===== src/psf_pkg.sv =====
// package: constants, encodings and state carrier of the supervisor
package psf_pkg;
  // ==========================================
  // timebase
  localparam int CLK_PERIOD_PS = 5000;
  localparam int MS_PS = 1000000000;
  localparam int US_PS = 1000000;
  localparam int TICK_CYC_DEF = MS_PS / CLK_PERIOD_PS;
  localparam int OV_DEGLITCH_US = 200;
  localparam int OV_DEGLITCH_CYC_DEF =
    OV_DEGLITCH_US * US_PS / CLK_PERIOD_PS;
  localparam int LDO_LIM_US = 20;
  localparam logic [15:0] LDO_LIM_CYC =
    16'(LDO_LIM_US * US_PS / CLK_PERIOD_PS);
  localparam logic [3:0] BUCK_LIM_CYC = 4'h8;
  // ==========================================
  // times in milliseconds
  localparam logic [15:0] PB_DEBOUNCE_MS = 16'h0020;
  localparam logic [15:0] SOFTRST_MS = 16'h07d0;
  localparam logic [15:0] PC2_MS = 16'h0fa0;
  localparam logic [15:0] PC1_MIN_MS = 16'h1f40;
  localparam logic [15:0] PC1_MAX_MS = 16'h2ee0;
  localparam logic [15:0] CYC_PHASE_MS = 16'h01f4;
  localparam logic [15:0] FLT_OFF_MS = 16'h0064;
  localparam logic [15:0] WD_MS = 16'h1f40;
  localparam logic [3:0] SWPC_MS = 4'h8;
  localparam logic [7:0] RETRY_MS = 8'h14;
  // ==========================================
  // fault bit positions
  localparam int RAIL_MAX = 4;
  localparam int NFLT = 11;
  localparam int F_VINUV = 0;
  localparam int F_VINOV = 1;
  localparam int F_VINOC = 2;
  localparam int F_WDOG = 3;
  localparam int F_PB = 4;
  localparam int F_THWARN = 5;
  localparam int F_THSHUT = 6;
  localparam int F_OUTUV = 7;
  localparam int F_OUTOV = 8;
  localparam int F_BUCK = 9;
  localparam int F_LDO = 10;
  // ==========================================
  // power states
  typedef enum logic [5:0] {
    PWR_OFF = 6'h01,
    PWR_PBSTART = 6'h02,
    PWR_ON = 6'h04,
    PWR_CYCOFF = 6'h08,
    PWR_CYCSTART = 6'h10,
    PWR_FLTOFF = 6'h20
  } psf_pwr_e;
  typedef struct packed {
    psf_pwr_e pwr;
    logic [15:0] tmr;
    logic [23:0] tick;
    logic pbPrev;
    logic pbLow;
    logic [15:0] pbCnt;
    logic [15:0] wdCnt;
    logic swReq;
    logic [3:0] swCnt;
    logic [23:0] ovCnt;
    logic ovLat;
    logic sw;
    logic [7:0] retry;
    logic [7:0] rstCnt;
    logic sysRstN;
    logic [NFLT-1:0] flt;
    logic [RAIL_MAX-1:0][3:0] bCnt;
    logic [RAIL_MAX-1:0][15:0] lCnt;
  } psf_state_s;
  localparam psf_state_s ST_RST = '{pwr: PWR_OFF, default: '0};
  // ==========================================
  // selector tables
  function automatic logic [15:0] waitTime(input logic [1:0] sel);
    case (sel)
      2'h0: waitTime = 16'h0020;
      2'h1: waitTime = 16'h01f4;
      2'h2: waitTime = 16'h03e8;
      default: waitTime = 16'h07d0;
    endcase
  endfunction
  function automatic logic [7:0] rstDelay(input logic [1:0] sel);
    case (sel)
      2'h0: rstDelay = 8'h14;
      2'h1: rstDelay = 8'h28;
      2'h2: rstDelay = 8'h3c;
      default: rstDelay = 8'h64;
    endcase
  endfunction
endpackage


===== src/psf_supervisor.sv =====
// supervisor: pushbutton, watchdog, input switch, faults, system reset
`timescale 1ns/1ps
module psf_supervisor #(
  parameter int TICK_CYCLES = psf_pkg::TICK_CYC_DEF,
  parameter int OV_DEGLITCH_CYC = psf_pkg::OV_DEGLITCH_CYC_DEF,
  parameter int NBUCK = 3,
  parameter int NLDO = 3
) (
  // clock and reset
  input wire logic clk,
  input wire logic rst,
  // pushbutton
  input wire logic pushbuttonInputN,
  input wire logic pbLowImpedance,
  input wire logic [1:0] buttonHoldWaitSel,
  // host control
  input wire logic i2cActivity,
  input wire logic swPowerCycleReqWr,
  input wire logic wdogSoftResetEn,
  input wire logic wdogPowerCycleEn,
  input wire logic [1:0] resetReleaseDelay,
  input wire logic [1:0] irqPinSel,
  input wire logic [psf_pkg::NFLT-1:0] faultMask,
  input wire logic [psf_pkg::NFLT-1:0] faultRead,
  // input monitors
  input wire logic vinUnder,
  input wire logic vinOver,
  input wire logic inCurrentLimit,
  input wire logic inSoftStartDone,
  // rail monitors
  input wire logic [NBUCK+NLDO-1:0] railPgood,
  input wire logic [NBUCK+NLDO-1:0] railResetMon,
  input wire logic [NBUCK+NLDO-1:0] outUnder,
  input wire logic [NBUCK+NLDO-1:0] outOver,
  input wire logic [NBUCK-1:0] buckLimit,
  input wire logic [NBUCK-1:0] buckSwPulse,
  input wire logic [NBUCK-1:0] buckSsDone,
  input wire logic [NLDO-1:0] ldoLimit,
  input wire logic [NLDO-1:0] ldoSsDone,
  input wire logic thermWarn,
  input wire logic thermShut,
  // outputs
  output logic inputSwitchOn,
  output logic railsEnable,
  output psf_pkg::psf_pwr_e powerState,
  output logic systemResetOutN,
  output logic swPowerCycleReq,
  output logic [psf_pkg::NFLT-1:0] faultBits,
  output logic pbStatus,
  output logic [15:0] pbCounter,
  output logic [3:0] gpioOut,
  output logic [3:0] gpioOe
);
  localparam logic [23:0] TICK_LAST = 24'(TICK_CYCLES - 1);
  localparam logic [23:0] OV_LAST = 24'(OV_DEGLITCH_CYC - 1);

  if (TICK_CYCLES < 2 || TICK_CYCLES > 16777216 ||
      OV_DEGLITCH_CYC < 2 || OV_DEGLITCH_CYC > 16777216 ||
      NBUCK < 1 || NBUCK > psf_pkg::RAIL_MAX ||
      NLDO < 1 || NLDO > psf_pkg::RAIL_MAX) begin : gBadParam
    $error("psf_supervisor: parameter out of range");
  end

  psf_pkg::psf_state_s s_q, s_d;
  logic msTick, pbNow, pbPress, pbRelease, pbSoftRst;
  logic wdEn, wdExpire, wdSoft, swFire, inFault, ocTrip;
  logic vinBad, outFault, cycReq, cycDone, railsOn, good, irqActive;
  logic [psf_pkg::NFLT-1:0] cond;
  logic [NBUCK-1:0] buckEv;
  logic [NLDO-1:0] ldoEv;
  logic [15:0] waitMs;
  logic [7:0] delayMs;

  // ==========================================
  // next state
  always_comb begin
    s_d = s_q;
    buckEv = '0;
    ldoEv = '0;
    msTick = (s_q.tick == TICK_LAST);
    s_d.tick = msTick ? '0 : s_q.tick + 24'h1;
    waitMs = psf_pkg::waitTime(buttonHoldWaitSel);
    delayMs = psf_pkg::rstDelay(resetReleaseDelay);
    // pushbutton duration
    pbNow = ~pushbuttonInputN;
    pbPress = pbNow & ~s_q.pbPrev;
    pbRelease = ~pbNow & s_q.pbPrev;
    s_d.pbPrev = pbNow;
    if (pbPress) begin
      s_d.pbCnt = '0;
      s_d.pbLow = pbLowImpedance;
    end else if (pbNow && msTick && s_q.pbCnt != 16'hffff) begin
      s_d.pbCnt = s_q.pbCnt + 16'h1;
    end
    pbSoftRst = pbNow & s_q.pbLow &
      (s_q.pbCnt >= psf_pkg::SOFTRST_MS);
    // watchdog
    wdEn = wdogSoftResetEn | wdogPowerCycleEn;
    wdExpire = wdEn & msTick & (s_q.wdCnt >= psf_pkg::WD_MS);
    wdSoft = wdExpire & ~wdogPowerCycleEn;
    if (!wdEn || i2cActivity || wdExpire) begin
      s_d.wdCnt = '0;
    end else if (msTick) begin
      s_d.wdCnt = s_q.wdCnt + 16'h1;
    end
    // software power cycle request
    swFire = s_q.swReq & msTick &
      (s_q.swCnt == psf_pkg::SWPC_MS - 4'h1);
    if (s_q.swReq && msTick && s_q.swCnt != psf_pkg::SWPC_MS) begin
      s_d.swCnt = s_q.swCnt + 4'h1;
    end
    // input switch
    if (!vinOver) begin
      s_d.ovCnt = '0;
    end else if (s_q.ovCnt != OV_LAST) begin
      s_d.ovCnt = s_q.ovCnt + 24'h1;
    end
    s_d.ovLat = vinOver & (s_q.ovLat | (s_q.ovCnt == OV_LAST));
    inFault = vinUnder | s_q.ovLat;
    ocTrip = s_q.sw & inSoftStartDone & inCurrentLimit;
    if (inFault || ocTrip) begin
      s_d.sw = 1'b0;
      s_d.retry = '0;
    end else if (!s_q.sw) begin
      if (s_q.retry >= psf_pkg::RETRY_MS) begin
        s_d.sw = 1'b1;
      end else if (msTick) begin
        s_d.retry = s_q.retry + 8'h1;
      end
    end
    // regulator current limit filters
    for (int i = 0; i < NBUCK; i++) begin
      if (!buckSsDone[i] || !buckLimit[i]) begin
        s_d.bCnt[i] = '0;
      end else if (buckSwPulse[i] &&
                   s_q.bCnt[i] != psf_pkg::BUCK_LIM_CYC) begin
        s_d.bCnt[i] = s_q.bCnt[i] + 4'h1;
      end
      buckEv[i] = (s_q.bCnt[i] == psf_pkg::BUCK_LIM_CYC);
    end
    for (int i = 0; i < NLDO; i++) begin
      if (!ldoSsDone[i] || !ldoLimit[i]) begin
        s_d.lCnt[i] = '0;
      end else if (s_q.lCnt[i] != psf_pkg::LDO_LIM_CYC + 16'h1) begin
        s_d.lCnt[i] = s_q.lCnt[i] + 16'h1;
      end
      ldoEv[i] = (s_q.lCnt[i] > psf_pkg::LDO_LIM_CYC);
    end
    // power state machine
    vinBad = vinUnder | vinOver;
    outFault = (|outUnder & ~faultMask[psf_pkg::F_OUTUV]) |
      (|outOver & ~faultMask[psf_pkg::F_OUTOV]);
    cycReq = swFire | (wdExpire & wdogPowerCycleEn) |
      (pbRelease & s_q.pbLow & (s_q.pbCnt > psf_pkg::PC2_MS)) |
      (pbRelease & ~s_q.pbLow &
       (s_q.pbCnt > psf_pkg::PC1_MIN_MS) &
       (s_q.pbCnt < psf_pkg::PC1_MAX_MS));
    if (msTick && s_q.tmr != 16'hffff) begin
      s_d.tmr = s_q.tmr + 16'h1;
    end
    case (s_q.pwr)
      psf_pkg::PWR_OFF: begin
        if (pbPress && !pbLowImpedance) begin
          s_d.pwr = psf_pkg::PWR_PBSTART;
        end
      end
      psf_pkg::PWR_PBSTART: begin
        if (!pbNow || vinBad || outFault) begin
          s_d.pwr = psf_pkg::PWR_OFF;
        end else if (s_q.tmr >= waitMs) begin
          s_d.pwr = psf_pkg::PWR_ON;
        end
      end
      psf_pkg::PWR_ON: begin
        if (outFault) begin
          s_d.pwr = psf_pkg::PWR_FLTOFF;
        end
      end
      psf_pkg::PWR_CYCOFF: begin
        if (s_q.tmr >= psf_pkg::CYC_PHASE_MS) begin
          s_d.pwr = psf_pkg::PWR_CYCSTART;
        end
      end
      psf_pkg::PWR_CYCSTART: begin
        if (s_q.tmr >= psf_pkg::CYC_PHASE_MS) begin
          s_d.pwr = psf_pkg::PWR_ON;
        end
      end
      psf_pkg::PWR_FLTOFF: begin
        if (s_q.tmr >= psf_pkg::FLT_OFF_MS) begin
          s_d.pwr = psf_pkg::PWR_CYCSTART;
        end
      end
      default: s_d.pwr = psf_pkg::PWR_OFF;
    endcase
    if (cycReq && (s_q.pwr == psf_pkg::PWR_OFF ||
        s_q.pwr == psf_pkg::PWR_ON || s_q.pwr == psf_pkg::PWR_PBSTART)) begin
      s_d.pwr = psf_pkg::PWR_CYCOFF;
    end
    if (pbNow && !s_q.pbLow && s_q.pbCnt >= psf_pkg::PC1_MAX_MS) begin
      s_d.pwr = psf_pkg::PWR_OFF;
    end
    if (s_d.pwr != s_q.pwr) begin
      s_d.tmr = '0;
    end
    cycDone = (s_q.pwr == psf_pkg::PWR_CYCSTART) &
      (s_d.pwr == psf_pkg::PWR_ON);
    // write wins over self-clear
    s_d.swReq = swPowerCycleReqWr | (s_q.swReq & ~cycDone);
    if (!s_q.swReq || cycDone) begin
      s_d.swCnt = '0;
    end
    // rails and system reset
    railsOn = ~thermShut & ((s_q.pwr == psf_pkg::PWR_ON) |
      (s_q.pwr == psf_pkg::PWR_CYCSTART) |
      ((s_q.pwr == psf_pkg::PWR_PBSTART) &
       (s_q.tmr >= psf_pkg::PB_DEBOUNCE_MS)));
    good = ~vinBad & railsOn & (&(railPgood | ~railResetMon));
    if (!good || wdSoft) begin
      s_d.rstCnt = '0;
    end else if (msTick && s_q.rstCnt < delayMs) begin
      s_d.rstCnt = s_q.rstCnt + 8'h1;
    end
    s_d.sysRstN = good & ~pbSoftRst & ~wdSoft &
      (s_q.rstCnt >= delayMs);
    // fault bits
    cond = '0;
    cond[psf_pkg::F_VINUV] = vinUnder;
    cond[psf_pkg::F_VINOV] = s_q.ovLat;
    cond[psf_pkg::F_VINOC] = ocTrip;
    cond[psf_pkg::F_WDOG] = wdExpire;
    cond[psf_pkg::F_PB] = pbNow;
    cond[psf_pkg::F_THWARN] = thermWarn;
    cond[psf_pkg::F_THSHUT] = thermShut;
    cond[psf_pkg::F_OUTUV] = |outUnder;
    cond[psf_pkg::F_OUTOV] = |outOver;
    cond[psf_pkg::F_BUCK] = |buckEv;
    cond[psf_pkg::F_LDO] = |ldoEv;
    for (int i = 0; i < psf_pkg::NFLT; i++) begin
      s_d.flt[i] = faultMask[i] ? cond[i] :
        (cond[i] | (s_q.flt[i] & ~faultRead[i]));
    end
    irqActive = |(s_q.flt & ~faultMask);
  end

  always_ff @(posedge clk or posedge rst) begin
    if (rst) begin
      s_q <= psf_pkg::ST_RST;
    end else begin
      s_q <= s_d;
    end
  end

  // ==========================================
  // outputs
  assign inputSwitchOn = s_q.sw;
  assign railsEnable = railsOn;
  assign powerState = s_q.pwr;
  assign systemResetOutN = s_q.sysRstN;
  assign swPowerCycleReq = s_q.swReq;
  assign faultBits = s_q.flt;
  assign pbStatus = s_q.pbPrev;
  assign pbCounter = s_q.pbCnt;

  // open-drain interrupt on the selected pin
  for (genvar g = 0; g < 4; g++) begin : gIrqPin
    assign gpioOut[g] = 1'b0;
    assign gpioOe[g] = irqActive & (irqPinSel == 2'(g));
  end
endmodule // psf_supervisor


===== config.mk =====
export PLATFORM = sky130hd
export DESIGN_NAME = psf_supervisor
export DESIGN_NICKNAME = d
export VERILOG_FILES = /design/src/psf_pkg.sv /design/src/psf_supervisor.sv
export SDC_FILE = /design/constraint.sdc
export NUM_CORES = 1
export LEC_CHECK = 0
export BUFFER_PORTS_ARGS = -buffer_cell sky130_fd_sc_hd__buf_2
export CAP_MARGIN = 20
export CORE_MARGIN = 4
export CORE_UTILIZATION = 41
export CTS_BUF_LIST = sky130_fd_sc_hd__clkbuf_2 sky130_fd_sc_hd__clkbuf_4 sky130_fd_sc_hd__clkbuf_8
export DETAILED_ROUTE_END_ITERATION = 10
export PLACE_DENSITY = 0.68
export SYNTH_ARGS = -nofsm -noshare
export SYNTH_HDL_FRONTEND = slang
export SYNTH_SLANG_ARGS = --single-unit
export TNS_END_PERCENT = 50

===== constraint.sdc =====
create_clock -name clk -period 17.3 [get_ports clk]
set_input_delay 1.73 -clock clk [delete_from_list [all_inputs] [get_ports clk]]
set_output_delay 1.73 -clock clk [all_outputs]
set_load 0.01 [all_outputs]

==> impl_metrics.csv <==
group,metric,value,unit
floorplanning,die_x,172,um
grt,grt_first_pass_wirelength,39400,um
timing,worst_pin_slew,783,ps
flow_run,drv_cap,0,
worst_setup_path,path_cells,"buf_2, nand2b_1, nand4_1, nor2_1, nand4_1, and3_1, buf_2",
timing,hold_viol,0,
routing,drt_first_pass_iters,6,
floorplanning,core,26400,sq um
timing,clock.fmax,209,MHz
clocking,cts.sink_count,199,
floorplanning,die-area,29700,sq um
yosys,synthFlopType,"dfrtp_1",
clocking,clock_latency,480,ps
timing,period_needed,4780,ps
clocking,cts_max_path_buffers,2,
clocking,postCtsHoldBufs,0,
yosys,ys_seq_elements,199,
clocking,postCtsSetupBuffers,0,
timing,setup_tns,0,ps
worst_setup_path,cpPeakStageDelay,300,ps
finish,fin_util,46.5,%
yosys,synth_cell_type_count,67,
yosys,avgSynthCellArea,9.33,sq um
power,vdd_drop_max,0.0430,mV
routing,wl_per_cell,14.7,um
routing,antenna_left,0,
clocking,cts_tree,"yes",
timing,finalClockSkew,24.7,ps
finish,final_nets,1405,
place,hpwl,17600,um
timing,max_slew_margin,47.8,%
place,port_buffers,122,
floorplanning,fp-row-count,59,
yosys,synthAdderAreaFrac,5.19,%
grt,grt_use_total,16.2,%
finish,final_cells,1627,
worst_setup_path,crit_type,"in2out",
power,power_leakage,0.00548,uW
routing,drtIter0Drc,617,
worst_setup_path,cp_slowest_cell,"and3_1",
place,place_congestion,0.910,
timing,drv_slew,0,
yosys,synth_edf_count,0,
yosys,synth_warnings,0,
yosys,yosysSeqAreaShare,44.9,%
finish,drive_gt1_share,14.0,%
status,status,"finished clean",
yosys,synth_compound_area_share,7.33,%
floorplanning,die_h,172,um
clocking,htreeDepth,4,
yosys,synth_cells,1188,
finish,area_growth,10.6,%
power,p_per_area,71.6,nW/um^2
yosys,synth_top_area_cell,"dfrtp_1",
yosys,synth_area_leaders,"dfrtp_1, nor2_1, xnor2_1",
grt,gr-total-overflow,0,
yosys,synth_top_family_by_area,"simple AND/OR/NAND/NOR gates",
yosys,synth_xor_area_share,10.7,%
yosys,postSynth.asyncResetShare,100,%
floorplanning,start_util,42.1,%
clocking,cts_resized,0,
place,dp.cells,1591,
yosys,netlist_area,11100,sq um
worst_setup_path,end_kind,"output port",
worst_setup_path,start_kind,"input pin",
yosys,synthSimpleGateAreaFrac,25.3,%
clocking,root_buffer,"clkbuf_8",
routing,drc,0,
clocking,cts_buffers,17,
worst_setup_path,worst_ep_required_time,15570,ps
min_path,hold_class,"reg2reg",
routing,via_per_inst,5.26,
yosys,synth.mux.area_fraction,1.02,%
worst_setup_path,worst-path-max-fanout,5,
grt,grt_max_degree,116,
grt,antenna_found_initial,1,
timing,rsz0062_at_grt,"no",
routing,vias,8561,
grt,grt_pass1_vias,8088,
timing,setup_viol,0,
timing,period_share,27.6,%
routing,wl,23900,um
clocking,clk_pin_slew,100,ps
yosys,synth_top_cell_area_share,44.7,%
floorplanning,io_pins,127,
worst_setup_path,arrival,3050,ps
-- worst max-delay path: cells and delay by family --
kind          cells  cell delay (ps)
buf+inv           2              200
simple gates      5             1120
-- through the flow --
| step | hold WS (ps) | setup slack (ps) | cell area (sq um) | power, uW |
|---|---|---|---|---|
| floorplan | 446 | 10150 | 11100 | 542 |
| global placement | 469 | 12510 | 11800 | 566 |
| detailed placement | 470 | 12340 | 11800 | 567 |
| CTS | 489 | 12580 | 12200 | 887 |
| global route | 523 | 12510 | 12300 | 917 |
| finish | 493 | 12520 | 12300 | 878 |
-- where the power goes --
group / internal [uW] / switching (uW)
combinational: 29.0 / 53.7
sequential: 470 / 5.98
clock: 141 / 179
-- layer usage --
metal  routed length, um  GRT usage, %  share of wire [%]
met4                 552          5.19                2.3
met2               10700          25.4                 45
met5                  13             0              0.054
met3                1250          3.34                5.2
met1               11400          22.5                 48
-- final timing paths --
kind,from,to,slack (ps),depth (start not counted)
worst max register to register,s_q[206],s_q[199],13490,8
worst max-delay path,faultMask[6],gpioOe[3],12520,7
min in group asynchronous,rst,s_q[64],1400,2
worst min register to register,s_q[182],s_q[182],490,1
worst min-delay path,s_q[182],s_q[182],490,1
max in group asynchronous,rst,s_q[113],14680,4
-- cells in the mapped netlist, drive strengths merged (3+ instances only) --
master / count
o21bai: 6
a211oi: 7
inv: 62
ha: 46
a21oi: 28
mux2i: 9
and2: 29
o21ai: 37
nand4: 37
nor4: 17
o211ai: 4
xor2: 66
nor2b: 12
nor2: 173
nor3b: 3
and4: 11
dfrtp: 198
clkbuf: 20
or4: 10
and3: 15
a311oi: 5
and4b: 3
nor4b: 6
o2111ai: 5
o21a: 4
nand2b: 12
xnor2: 69
buf: 41
a31oi: 5
nand3b: 6
nand3: 68
or2: 4
nand2: 81
a41oi: 4
or3: 20
o211a: 3
nor3: 31
-- logic make-up (layout without fill, tap and decap cells) --
group / Yosys count / in the layout
other: 1 / 5
buffers and inverters: 123 / 223
AOI/OAI and AO/OA: 125 / 125
DFF: 199 / 199
adders and majority gates: 46 / 46
muxes: 11 / 11
and+or+nand+nor: 548 / 548
xor gates and xnor gates: 135 / 135
-- layout by cell type (no fill, tap or decap), types with 30 or more instances in the layout --
master / instances
nand2_1: 81
nand4_1: 36
nor2_1: 172
xor2_1: 66
dfrtp_1: 198
xnor2_1: 69
nor3_1: 30
ha_1: 46
inv_1: 61
buf_2: 122
o21ai_0: 37
nand3_1: 68
-- flip-flops by register name (all words and copies together), names as in the netlist --
name and count:
systemResetOutN 1, pbStatus 1, faultBits 11, inputSwitchOn 1, pbCounter 16, swPowerCycleReq 1
s_q 161, cond 1, powerState 6
-- area by class of cell --
cell class	instances	area, sq um
Fill cell	2470	14100
Tap cell	335	419
Multi-Input combinational cell	869	5510
Timing Repair Buffer	129	681
Clock inverter	13	160
Inverter	62	240
Antenna cell	1	2.50
Sequential cell	199	4980
Clock buffer	19	262
(Power assumes the default switching activity.)
